## src/verilog/cmf_cfg.svh

```systemverilog
`ifndef CMF_CFG_SVH
`define CMF_CFG_SVH

// ****************************************************************
// register offsets (byte addresses)
// ****************************************************************
`define CMF_OFF_CTRL 12'h000
`define CMF_OFF_STATUS 12'h004
`define CMF_OFF_FAULT 12'h008
`define CMF_OFF_SENSE 12'h00C

// ****************************************************************
// control register fields
// ****************************************************************
`define CMF_CTRL_KICK 0
`define CMF_CTRL_STATEN 1
`define CMF_CTRL_CHGDIS 2
`define CMF_CTRL_PRST 3
`define CMF_CTRL_OPSEL 4
`define CMF_CTRL_HIZ 5
`define CMF_CTRL_RESET 32'h0000_0000

// ****************************************************************
// fault register fields (write one to clear, except the charge bit, which follows the charge fault condition)
// ****************************************************************
`define CMF_FLT_TIMER 0
`define CMF_FLT_BUSOV 1
`define CMF_FLT_OVLD 2
`define CMF_FLT_BATT 3
`define CMF_FLT_CHG 4

// ****************************************************************
// timing
// ****************************************************************
`define CMF_CLK_HZ 50000000
`define CMF_PULSE_US 128
`define CMF_PULSE_CYC ((`CMF_PULSE_US * (`CMF_CLK_HZ / 1000000)))
`define CMF_OVLD_MS 30
`define CMF_OVLD_CYC (`CMF_OVLD_MS * (`CMF_CLK_HZ / 1000))
`define CMF_T32S_S 32
`define CMF_T32S_CYC (`CMF_T32S_S * `CMF_CLK_HZ)

`endif

```

## src/verilog/cmf_pkg.sv

```systemverilog
package cmf_pkg;

  typedef enum logic [3:0] {
    CMF_HIZ = 4'h1,
    CMF_CFG = 4'h2,
    CMF_CHG = 4'h4,
    CMF_BST = 4'h8
  } cmf_mode_t;

  typedef struct packed {
    logic busAboveLockout;
    logic busOver;
    logic battOver;
    logic battUnder;
    logic battWeak;
    logic overload;
    logic thermal;
    logic sleep;
    logic poorSource;
    logic noBattery;
    logic chargeTimerFault;
    logic inductorLow;
    logic midRailLow;
  } cmf_sense_t;

  typedef struct packed {
    logic pwmOn;
    logic boostOn;
    logic chargeOn;
    logic paramReset;
  } cmf_power_t;

  typedef struct packed {
    cmf_mode_t mode;
    logic [5:0] ctrl;
    logic [4:0] fault;
    logic hostMode;
    logic [30:0] boostTmr;
    logic [30:0] crudeTmr;
    logic [20:0] ovldTmr;
    logic [12:0] pulseTmr;
    logic prevFault;
    logic skip;
    logic statDrive;
    cmf_power_t pwr;
    logic pready;
    logic [31:0] prdata;
    logic pslverr;
  } cmf_state_t;

endpackage

```

## src/verilog/cmf_charger_ctrl.sv

```systemverilog
`timescale 1ns/100ps
`default_nettype none
`include "cmf_cfg.svh"

// Summary of operation
// - status pin pulled low while charging and status enable bit set
// - otherwise the status pin is released
// - a fault gives one 128 us low pulse, then release
// - charge faults: timer, sleep, overvoltage, poor source, lockout, no battery, heat
// - boost faults: timer, overload, overvoltage, low battery, heat
// - charge disable bit low enables charging, high disables it
// - parameter reset bit restores defaults then clears itself
// - select 0, no hiz: charge; fault to configure above lockout, else hiz
// - select 1, no hiz: boost, fault to configure; hiz request gives hiz
// - in host mode, boost when otg pin active or select bit set
// - boost skips pulses below 75 mA, resumes when mid rail sags
// - boost starts a 32 s timer; kick restarts it and self-clears
// - host kicks repeatedly; expiry stops boost, pulses, sets fault
// - boost timer fault held until reset or host clear
// - bus overvoltage stops boost, clears select, sets fault, pulses
// - overload longer than 30 ms is a fault with the same actions
// - after overload fault, no boost until fault register cleared
// - battery out of range in boost: stop, clear select, fault, pulse
// - normal boosting leaves the status pin released
// - hiz request with otg inactive enters high impedance
// - hiz with weak battery runs crude 32 s timer into no-host mode
// - no-host mode with bus below lockout forces high impedance
// - any host write enters host mode and restarts the 32 s timer
module cmf_charger_ctrl
  import cmf_pkg::*;
(
  // clock and reset
  input wire logic clk_sys,
  input wire logic nrst,
  input wire logic clkEn,
  // apb slave
  input wire logic psel,
  input wire logic penable,
  input wire logic pwrite,
  input wire logic [11:0] paddr,
  input wire logic [31:0] pwdata,
  output logic pready,
  output logic [31:0] prdata,
  output logic pslverr,
  // analog monitors and pins
  input wire cmf_sense_t sense,
  input wire logic otgActive,
  // status pin, open drain
  input wire logic statIn,
  output logic statOut,
  output logic statOe,
  // power stage controls
  output cmf_power_t power,
  output cmf_mode_t mode
);

  cmf_state_t st;
  cmf_state_t next_st;
  logic setup;
  logic wr;
  logic rd;
  logic boostFault;
  logic chargeFault;
  logic anyFault;
  logic [5:0] ctrlW;
  logic [4:0] fltSet;
  logic [4:0] fltClr;
  logic boostReq;
  logic boostBlock;
  logic unmapped;
  logic chargeCond;

  function automatic logic hit(input logic [11:0] a, input logic [11:0] o);
    hit = (a == o);
  endfunction

  // ****************************************************************
  // bus decode
  // ****************************************************************
  // access completes in the first access cycle; pready is registered
  assign setup = psel && !penable;
  assign wr = setup && pwrite;
  assign rd = setup && !pwrite;
  assign unmapped = !(hit(paddr, `CMF_OFF_CTRL) ||
    hit(paddr, `CMF_OFF_STATUS) || hit(paddr, `CMF_OFF_FAULT) ||
    hit(paddr, `CMF_OFF_SENSE));

  always_comb
  begin
    next_st = st;
    ctrlW = st.ctrl;
    fltSet = 5'h00;
    fltClr = 5'h00;
    next_st.pready = 1'b0;
    next_st.pslverr = 1'b0;
    next_st.pwr.paramReset = 1'b0;

    // **************************************************************
    // register writes
    // **************************************************************
    if (wr && hit(paddr, `CMF_OFF_CTRL))
    begin
      ctrlW = pwdata[5:0];
    end
    if (wr && hit(paddr, `CMF_OFF_FAULT))
    begin
      fltClr = pwdata[4:0];
    end
    if (wr)
    begin
      next_st.hostMode = 1'b1;
      next_st.crudeTmr = 31'h0000_0000;
    end
    if (setup)
    begin
      next_st.pready = 1'b1;
      next_st.pslverr = unmapped;
      next_st.prdata = 32'h0000_0000;
      if (rd && hit(paddr, `CMF_OFF_CTRL))
      begin
        next_st.prdata = {26'h000_0000, st.ctrl};
      end
      if (rd && hit(paddr, `CMF_OFF_STATUS))
      begin
        next_st.prdata = {24'h00_0000, st.statDrive, st.skip,
          st.hostMode, st.mode, 1'b0};
      end
      if (rd && hit(paddr, `CMF_OFF_FAULT))
      begin
        next_st.prdata = {27'h000_0000, st.fault};
      end
      if (rd && hit(paddr, `CMF_OFF_SENSE))
      begin
        next_st.prdata = {18'h0_0000, otgActive, sense};
      end
    end

    // **************************************************************
    // self-clearing bits
    // **************************************************************
    if (ctrlW[`CMF_CTRL_PRST])
    begin
      next_st.pwr.paramReset = 1'b1;
      ctrlW = 6'h00;
    end

    // **************************************************************
    // boost protection
    // **************************************************************
    if (st.mode == CMF_BST && sense.overload)
    begin
      if (st.ovldTmr >= 21'(`CMF_OVLD_CYC))
      begin
        fltSet[`CMF_FLT_OVLD] = 1'b1;
      end
      else
      begin
        next_st.ovldTmr = st.ovldTmr + 21'h00_0001;
      end
    end
    else
    begin
      next_st.ovldTmr = 21'h00_0000;
    end

    if (st.mode == CMF_BST)
    begin
      if (ctrlW[`CMF_CTRL_KICK])
      begin
        next_st.boostTmr = 31'h0000_0000;
      end
      else if (st.boostTmr >= 31'(`CMF_T32S_CYC - 1))
      begin
        fltSet[`CMF_FLT_TIMER] = 1'b1;
      end
      else if (!sense.thermal)
      begin
        next_st.boostTmr = st.boostTmr + 31'h0000_0001;
      end
      fltSet[`CMF_FLT_BUSOV] = sense.busOver;
      fltSet[`CMF_FLT_BATT] = sense.battOver || sense.battUnder;
    end
    else
    begin
      next_st.boostTmr = 31'h0000_0000;
    end
    ctrlW[`CMF_CTRL_KICK] = 1'b0;

    chargeCond = sense.chargeTimerFault || sense.sleep ||
      sense.busOver || sense.battOver || sense.poorSource ||
      !sense.busAboveLockout || sense.noBattery || sense.thermal;
    // held through configure so the mode does not bounce back to charge
    if (st.mode == CMF_CHG || st.mode == CMF_CFG)
    begin
      fltSet[`CMF_FLT_CHG] = chargeCond;
    end

    if (|fltSet[3:1])
    begin
      ctrlW[`CMF_CTRL_OPSEL] = 1'b0;
    end
    // a new fault beats a simultaneous clear
    next_st.fault = (st.fault & ~fltClr) | fltSet;
    next_st.fault[`CMF_FLT_CHG] = fltSet[`CMF_FLT_CHG];
    next_st.ctrl = ctrlW;

    // **************************************************************
    // crude timer for host presence
    // **************************************************************
    if (st.mode == CMF_HIZ && sense.battWeak && st.hostMode && !wr)
    begin
      if (st.crudeTmr >= 31'(`CMF_T32S_CYC - 1))
      begin
        next_st.hostMode = 1'b0;
        next_st.crudeTmr = 31'h0000_0000;
      end
      else
      begin
        next_st.crudeTmr = st.crudeTmr + 31'h0000_0001;
      end
    end

    // **************************************************************
    // mode selection
    // **************************************************************
    boostFault = (|fltSet[3:0]) || sense.thermal;
    chargeFault = fltSet[`CMF_FLT_CHG] || st.ctrl[`CMF_CTRL_CHGDIS];
    // overload and timer faults must be cleared by the host first
    boostBlock = st.fault[`CMF_FLT_OVLD] || st.fault[`CMF_FLT_TIMER];
    boostReq = st.hostMode &&
      (otgActive || st.ctrl[`CMF_CTRL_OPSEL]);
    // charge disable is a normal condition and gives no fault pulse
    anyFault = boostReq ? boostFault : fltSet[`CMF_FLT_CHG];
    if (!st.hostMode && !sense.busAboveLockout)
    begin
      next_st.mode = CMF_HIZ;
    end
    else if (st.ctrl[`CMF_CTRL_HIZ] && !otgActive)
    begin
      next_st.mode = CMF_HIZ;
    end
    else if (boostReq)
    begin
      next_st.mode = (boostFault || boostBlock) ? CMF_CFG : CMF_BST;
    end
    else if (!sense.busAboveLockout)
    begin
      next_st.mode = CMF_HIZ;
    end
    else
    begin
      next_st.mode = chargeFault ? CMF_CFG : CMF_CHG;
    end

    // pulse skipping: stop below 75 mA, resume on mid rail sag
    if (st.mode != CMF_BST || sense.midRailLow)
    begin
      next_st.skip = 1'b0;
    end
    else if (sense.inductorLow)
    begin
      next_st.skip = 1'b1;
    end

    next_st.pwr.boostOn = (next_st.mode == CMF_BST);
    next_st.pwr.chargeOn = (next_st.mode == CMF_CHG);
    next_st.pwr.pwmOn = (next_st.mode == CMF_CHG) ||
      ((next_st.mode == CMF_BST) && !next_st.skip);

    // **************************************************************
    // status pin
    // **************************************************************
    next_st.prevFault = anyFault && (st.mode != CMF_HIZ);
    if (st.pulseTmr != 13'h0000)
    begin
      next_st.pulseTmr = st.pulseTmr - 13'h0001;
    end
    else if (next_st.prevFault && !st.prevFault)
    begin
      next_st.pulseTmr = 13'(`CMF_PULSE_CYC);
    end
    next_st.statDrive = (next_st.pulseTmr != 13'h0000) ||
      (next_st.prevFault && !st.prevFault) ||
      ((next_st.mode == CMF_CHG) &&
      st.ctrl[`CMF_CTRL_STATEN]);
  end

  always_ff @(posedge clk_sys or negedge nrst)
  begin
    if (!nrst)
    begin
      st <= '{mode: CMF_HIZ, ctrl: 6'h00, fault: 5'h00, hostMode: 1'b0,
        boostTmr: 31'h0000_0000, crudeTmr: 31'h0000_0000,
        ovldTmr: 21'h00_0000, pulseTmr: 13'h0000, prevFault: 1'b0,
        skip: 1'b0, statDrive: 1'b0, pwr: 4'h0, pready: 1'b0,
        prdata: 32'h0000_0000, pslverr: 1'b0};
    end
    else if (clkEn)
    begin
      st <= next_st;
    end
  end

  assign pready = st.pready;
  assign prdata = st.prdata;
  assign pslverr = st.pslverr;
  assign statOut = 1'b0;
  assign statOe = st.statDrive;
  assign power = st.pwr;
  assign mode = st.mode;

endmodule // cmf_charger_ctrl
`default_nettype wire

```

## config.mk

```make
export PLATFORM = sky130hd
export DESIGN_NAME = cmf_charger_ctrl
export DESIGN_NICKNAME = d
export VERILOG_FILES = /design/src/verilog/cmf_pkg.sv /design/src/verilog/cmf_charger_ctrl.sv
export VERILOG_INCLUDE_DIRS = /design/src /design/src/verilog
export SDC_FILE = /design/constraint.sdc
export NUM_CORES = 1
export LEC_CHECK = 0
export BUFFER_PORTS_ARGS = -buffer_cell sky130_fd_sc_hd__buf_4
export CORE_MARGIN = 2
export CORE_UTILIZATION = 40
export DETAILED_ROUTE_END_ITERATION = 6
export PLACE_DENSITY_LB_ADDON = 0.3
export SKIP_LAST_GASP = 1
export SYNTH_ARGS = -nofsm -noshare
export SYNTH_HDL_FRONTEND = slang
export SYNTH_SLANG_ARGS = --single-unit
```

## constraint.sdc

```tcl
create_clock -name clk_sys -period 4.5 [get_ports clk_sys]
set_input_delay 0.45 -clock clk_sys [delete_from_list [all_inputs] [get_ports clk_sys]]
set_output_delay 0.45 -clock clk_sys [all_outputs]
set_load 0.02 [all_outputs]
```

==> key figures, run 1 <==
Global routing
  • Vias in the first global route: 6024
  • Largest net degree at the start of global routing: 104
  • GRT Total Usage: 18.82%
  • Grt ovf: 0
  • Initial antenna violation count: 0
  • First-pass GRT wire length: 30800 microns

Synthesis
  • Average size of a mapped cell: 9.427 sq um
  • Post-synthesis sequential area ratio: 43.02%
  • Netlist cell types: 82
  • Ys async rst share: 100.0%
  • Cell count after synthesis: 821
  • Cell area after synthesis: 7740 sq um
  • EDFF count, synth: 0
  • Yosys reg bits: 133
  • Main flop type after synthesis: dfrtp_1
  • Synth warn: 0

Critical path
  • Worst setup EP type: flip-flop
  • Worst EP arrival: 3.18 ns
  • Worst r2r path cells: 6
  • Worst setup startpoint: mode[0]
  • Worst endpoint required time: 4.84 ns
  • Worst Path Max Fanout: 14
  • Reg2reg start: mode[0]
  • R2R setup slack: 1.67 ns
  • Worst setup path end: st[105]
  • Setup Crit Path Kind: reg -> reg
  • Crit start category: flip-flop
  • Reg2reg end: st[105]

Power and ir drop
  • Power Internal: 2.366 mW
  • Leakage: 3.742 nW
  • NetSw: 857.9 uW
  • Max VDD drop: 0.2337 mV
  • Part of the power in registers: 42.7%
  • Clock share of power: 44.6%
  • Power density cells: 366.8 nW/um^2
  • Switching Fraction: 26.61%
  • Combinational share of power: 12.6%

Route
  • Drt drc: 0
  • Routed vias: 6385
  • 1st-pass router iterations: 4
  • Drt initial violations: 579
  • Antenna viol nets, final: 0
  • Routed WL: 18350 microns
  • WL per Instance: 16.32 microns
  • DR vias/cell: 5.681

Placement
  • Hpwl dp: 12600 microns
  • DP Area: 8185 sq um
  • Buffers on Ports: 62
  • RD Place Congestion: 0.8000
  • Place WS: 1.600 ns

Clock tree
  • Post-CTS Setup Inserts: 0
  • Clock sink total: 133
  • CTS tree: yes
  • Clk_lat worst skew: 0.42 ns
  • Clk buf depth: 2
  • CTS Hold Bufs: 0
  • CTS buffer count: 17
  • CTS clock-pin slew for the worst setup and hold paths: 0.06 ns
  • Post-CTS Resized: 0
  • H-tree depth: 4
  • Root Driver: clkbuf_16

Run
  • Max Cap Viol: 0

Floorplan
  • Ports: 109
  • Core area: 18830 sq um
  • Starting Density: 41.10%
  • DIE HEIGHT: 143.1 microns
  • Num rows: 50
  • Die ar.: 20480 sq um
  • Die Wd: 143.1 microns

STA
  • Final period util: 62.98%
  • Worst-margin pin slew: 1.095 ns
  • Slew Limit Fails: 0
  • Slew Limit Headroom: 26.29%
  • Hold Violations, Final: 0
  • Min Tclk post-route: 2.834 ns
  • Peak Freq: 0.3529 GHz
  • RSZ-0062 raised after global routing: no
  • Worst setup margin: 1.666 ns
  • Setup_tns: 0 ns
  • Worst-case clock skew: 0.01081 ns
  • Setup Viol. Count Final: 0

Cells and area
  • Final Net Count: 923
  • Layout cells sized above 1: 14.58%
  • # diodes: 0
  • Final instance area: 8788 sq um
  • Final core occ: 46.67%
  • Area delta synth->final: 13.55%

Run status
  • Status: complete, no violations

Hold path
  • Hold WC Path Type: in -> async
worst max-delay path, cell delays in order (launching register included):
cell	delay (ns)
dfstp_2	0.60
nor4b_2	0.37
nand3_1	0.31
a211o_1	0.45
nor2_2	0.51
nor2_1	0.33
nor2_1	0.19
state kept, by name (all words and copies together) (netlist names):
| register | flops |
|---|---|
| power | 4 |
| prdata | 14 |
| pslverr | 1 |
| mode | 4 |
| statOe | 1 |
| st | 108 |
| pready | 1 |
power groups by stage:
stage | registers [mW] | clock network, mW | logic (mW)
after CTS | 1.38 | 1.46 | 0.409
after detailed placement | 1.39 | 0 | 0.407
after floorplan | 1.36 | 0 | 0.311
after global placement | 1.39 | 0 | 0.399
after global routing | 1.39 | 1.52 | 0.456
final | 1.38 | 1.44 | 0.407
cell type report:
cell class              instances  area (sq um)
fillers                      1807         10040
flip-flops and latches        133          3329
multi-input cells             613          3949
repair buffers                 66         499.2
clock inverters                10         156.4
inverters                      22         82.58
clock buffers                  20         446.7
well taps                     260         325.3
worst min path at each step:
stage | cells after the start | from | to | slack, ns
floorplan | 0 | nrst | mode[1] | 0.15
global placement | 1 | st[74] | st[74] | 0.47
detailed placement | 2 | st[141] | st[141] | 0.47
CTS | 1 | nrst | st[119] | 0.19
global route | 1 | nrst | st[119] | 0.24
finish | 1 | nrst | st[116] | 0.15
Yosys cell counts, types with 13 or more instances:
cell | count | share of area, %
a21oi_1 | 32 | 2.1
a22o_1 | 18 | 2.0
and3_1 | 17 | 1.4
and4_1 | 17 | 1.9
buf_4 | 43 | 4.2
clkbuf_1 | 20 | 0.97
dfrtp_1 | 132 | 43
inv_1 | 22 | 1.1
nand2_1 | 71 | 3.4
nand3_1 | 55 | 3.6
nand4_1 | 28 | 2.3
nor2_1 | 58 | 2.8
nor3_1 | 23 | 1.5
o21ai_0 | 31 | 2.0
o21ai_1 | 18 | 1.2
o31ai_1 | 14 | 1.4
or3_1 | 26 | 2.1
or4_1 | 13 | 1.3
xor2_1 | 23 | 2.6
layer usage:
metal	part of all wire, %	global-route usage [%]
met3	5.2	4.259
met4	1.3	5.941
met2	44	28.38
met5	0	0
met1	50	26.83
cells by family (layout without fill, tap and decap cells):
group | after synthesis | after routing | synth area share, %
buffers and inverters | 93 | 118 | 6.838
AOI/OAI and AO/OA | 183 | 183 | 17.73
other | 1 | 19 | 0.04845
and+or+nand+nor | 361 | 361 | 25.74
xor gates and xnor gates | 34 | 34 | 3.847
adders and majority gates | 5 | 5 | 0.8083
muxes | 11 | 11 | 1.972
DFF | 133 | 133 | 43.02
through the flow:
stage	cells	power, mW	hold WS, ns
4_1_cts	1124	3.244	0.1923
6_report	1124	3.224	0.1486
3_5_place_dp	1094	1.801	0.4695
2_1_floorplan	839	1.673	0.1544
5_1_grt	1124	3.364	0.2437
3_3_place_gp	1094	1.794	0.4654
cell usage in the layout (no fill, tap or decap), types with 4 or more instances in the layout:
cell type and n:
clkbuf_16 17, o211ai_1 10, bufinv_16 4, o31ai_1 14
inv_1 22, mux2_2 4, or4_1 13, a41oi_1 4
mux2i_1 4, nand4_1 28, xnor2_1 11, nand2b_1 10
and3_1 17, nand2_1 71, and2_1 8, conb_1 19
or3_1 26, a21oi_1 32, xor2_1 23, nor4_1 8
o2bb2ai_1 5, clkinv_2 4, ha_1 5, nor2_1 58
o21ai_0 31, buf_4 65, dfrtp_1 132, o311ai_1 8
nor3_1 23, nand3_1 55, a22o_1 18, and4_1 17
o21ai_1 18
No activity file was read; power rests on OpenSTA's default activity.
==> run 2, diff against run 1 <==
==> constraint.sdc (replaced) <==
create_clock -name clk_sys -period 2.7 [get_ports clk_sys]
set_input_delay 0.27 -clock clk_sys [delete_from_list [all_inputs] [get_ports clk_sys]]
set_output_delay 0.27 -clock clk_sys [all_outputs]
set_load 0.02 [all_outputs]
==> key figures, run 2 (synthesis gave the netlist of run 1 again) <==
Placement
  • DP Cell Count: 1122 (was 1094)
  • DP Area: 8408 sq um (was 8185 sq um)
  • Buffers on Ports: 62 (unchanged)
  • Hpwl dp: 13340 microns (was 12600 microns)
  • RD Place Congestion: 0.8195 (was 0.8000)

STA
  • Worst-margin pin slew: 0.6314 ns (was 1.095 ns)
  • Peak Freq: 0.4029 GHz (was 0.3529 GHz)
  • Min Tclk post-route: 2.482 ns (was 2.834 ns)
  • Slew Limit Fails: 0 (unchanged)
  • Setup Viol. Count Final: 0 (unchanged)
  • Worst-case clock skew: 0.01679 ns (was 0.01081 ns)
  • Hold Violations, Final: 0 (unchanged)
  • Final period util: 91.92% (was 62.98%)
  • Setup_tns: 0 ns (unchanged)
  • RSZ-0062 raised after global routing: no (unchanged)
  • Slew Limit Headroom: 57.90% (was 26.29%)

Floorplan
  • Die Wd: 143.1 microns (unchanged)
  • Ports: 109 (unchanged)
  • Starting Density: 41.10% (unchanged)
  • Num rows: 50 (unchanged)
  • Core area: 18830 sq um (unchanged)
  • DIE HEIGHT: 143.1 microns (unchanged)
  • Die ar.: 20480 sq um (unchanged)

Run status
  • Status: complete, no violations (unchanged)

Hold path
  • Hold WC Path Type: in -> reg (was in -> async)

Route
  • Routed vias: 6528 (was 6385)
  • DR vias/cell: 5.662 (was 5.681)
  • 1st-pass router iterations: 5 (was 4)
  • Routed WL: 18900 microns (was 18350 microns)
  • Drt initial violations: 433 (was 579)
  • Drt drc: 0 (unchanged)
  • WL per Instance: 16.39 microns (was 16.32 microns)
  • Antenna viol nets, final: 0 (unchanged)

Cells and area
  • Most frequent cells in the layout: dfrtp_1, buf_4, nand2_1, nor2_1, nand3_1 (was dfrtp_1, nand2_1, buf_4, nor2_1, nand3_1)
  • Area delta synth->final: 16.25% (was 13.55%)
  • Final instance area: 8997 sq um (was 8788 sq um)
  • Most flop-heavy register: st (unchanged)
  • Most common cell after layout, fill and taps aside: dfrtp_1 (unchanged)
  • Layout cells sized above 1: 17.47% (was 14.58%)
  • Final Net Count: 952 (was 923)
  • # diodes: 0 (unchanged)
  • Max FFs per register: 108 (unchanged)
  • Fin cells: 1153 (was 1124)

Run
  • Max Cap Viol: 0 (unchanged)

Power and ir drop
  • Total Power: 5.321 mW (was 3.224 mW)
  • Max VDD drop: 0.4182 mV (was 0.2337 mV)
  • Leakage: 3.866 nW (was 3.742 nW)
  • Power density cells: 591.4 nW/um^2 (was 366.8 nW/um^2)

Critical path
  • Worst EP arrival: 2.79 ns (was 3.18 ns)
  • Worst Path Max Fanout: 7 (was 14)
  • Crit start category: flip-flop (unchanged)
  • Worst endpoint required time: 3.01 ns (was 4.84 ns)
  • Worst setup EP type: flip-flop (unchanged)
  • Setup Crit Path Kind: reg -> reg (unchanged)

Clock tree
  • Clock sink total: 133 (unchanged)
  • Clk_lat worst skew: 0.43 ns (was 0.42 ns)
  • Root Driver: clkbuf_16 (unchanged)
  • CTS buffer count: 17 (unchanged)
  • CTS clock-pin slew for the worst setup and hold paths: 0.06 ns (about the same)
  • CTS tree: yes (unchanged)
  • Post-CTS Resized: 0 (unchanged)
  • Clk buf depth: 2 (unchanged)
  • H-tree depth: 4 (unchanged)

Global routing
  • Largest net degree at the start of global routing: 68 (was 104)
  • GRT Total Usage: 19.25% (was 18.82%)
  • First-pass GRT wire length: 31450 microns (was 30800 microns)
  • Grt ovf: 0 (unchanged)
  • Vias in the first global route: 6183 (was 6024)
  • Initial antenna violation count: 0 (unchanged)
## run 2: changes by cell type in the layout (fill, tap and decap cells not counted)
cell,change
clkinvlp_4,+3
inv_6,+2
clkinv_2,-2
buf_4,+27
clkbuf_1,-2
clkbuf_8,+1
buf_12,+1
dlygate4sd3_1,+1
bufinv_16,-2
## run 2: worst max-delay path, stage by stage (launching register included)
cell	delay, ns
dfstp_2	0.60
nor4b_2	0.33
nand3_1	0.30
a211o_1	0.46
nor2_2	0.29
buf_4	0.21
nand3_1	0.08
o311ai_1	0.10
## run 2: through the flow
step / util [%] / hold WS [ns] / setup WS (ns)
after floorplan: - / -0.02559 / 0.5489
after global placement: 44.65 / 0.3107 / 0.2554
after detailed placement: 44.65 / 0.3158 / 0.2405
after CTS: 47.78 / 0.08193 / 0.2161
after global routing: 47.78 / 0.09483 / 0.04290
final: 47.78 / 0.1011 / 0.2182
## run 2: final timing paths
path | startpoint | slack, ns | end | depth (start not counted)
max | mode[0] | 0.22 | st[80] | 7
min | sense[9] | 0.10 | prdata[9] | 2
max reg2reg | mode[0] | 0.22 | st[80] | 7
min reg2reg | st[74] | 0.48 | st[74] | 1
max in group asynchronous | nrst | 1.52 | st[103] | 3
min in group asynchronous | nrst | 0.41 | st[111] | 2
## run 2: where the power goes
group | switching (mW) | internal [mW] | leakage (nW)
clock network | 0.899 | 1.40 | 0.274
logic | 0.416 | 0.312 | 1.79
registers | 0.176 | 2.12 | 1.80
## run 2: layout make-up
class	instances	area (sq um)
repair buffers	95	732.0
clock inverters	11	126.4
fillers	1772	9833
flip-flops and latches	133	3329
clock buffers	19	452.9
multi-input cells	613	3949
well taps	260	325.3
inverters	22	82.58
## run 2: repair_timing
action	in CTS	in global routing
setup endpoints to repair	0	0
buffers inserted	0	0
hold buffers	1	0
endpoints found under the hold margin	61	0
## run 2: metal layers
metal / global-route usage, % / part of all wire [%] / up-vias
li1: - / - / 3147
met1: 27.21 / 48 / 3167
met2: 29.56 / 45 / 190
met3: 3.991 / 4.9 / 24
met4: 6.097 / 1.6 / 0
met5: 0 / 0 / -
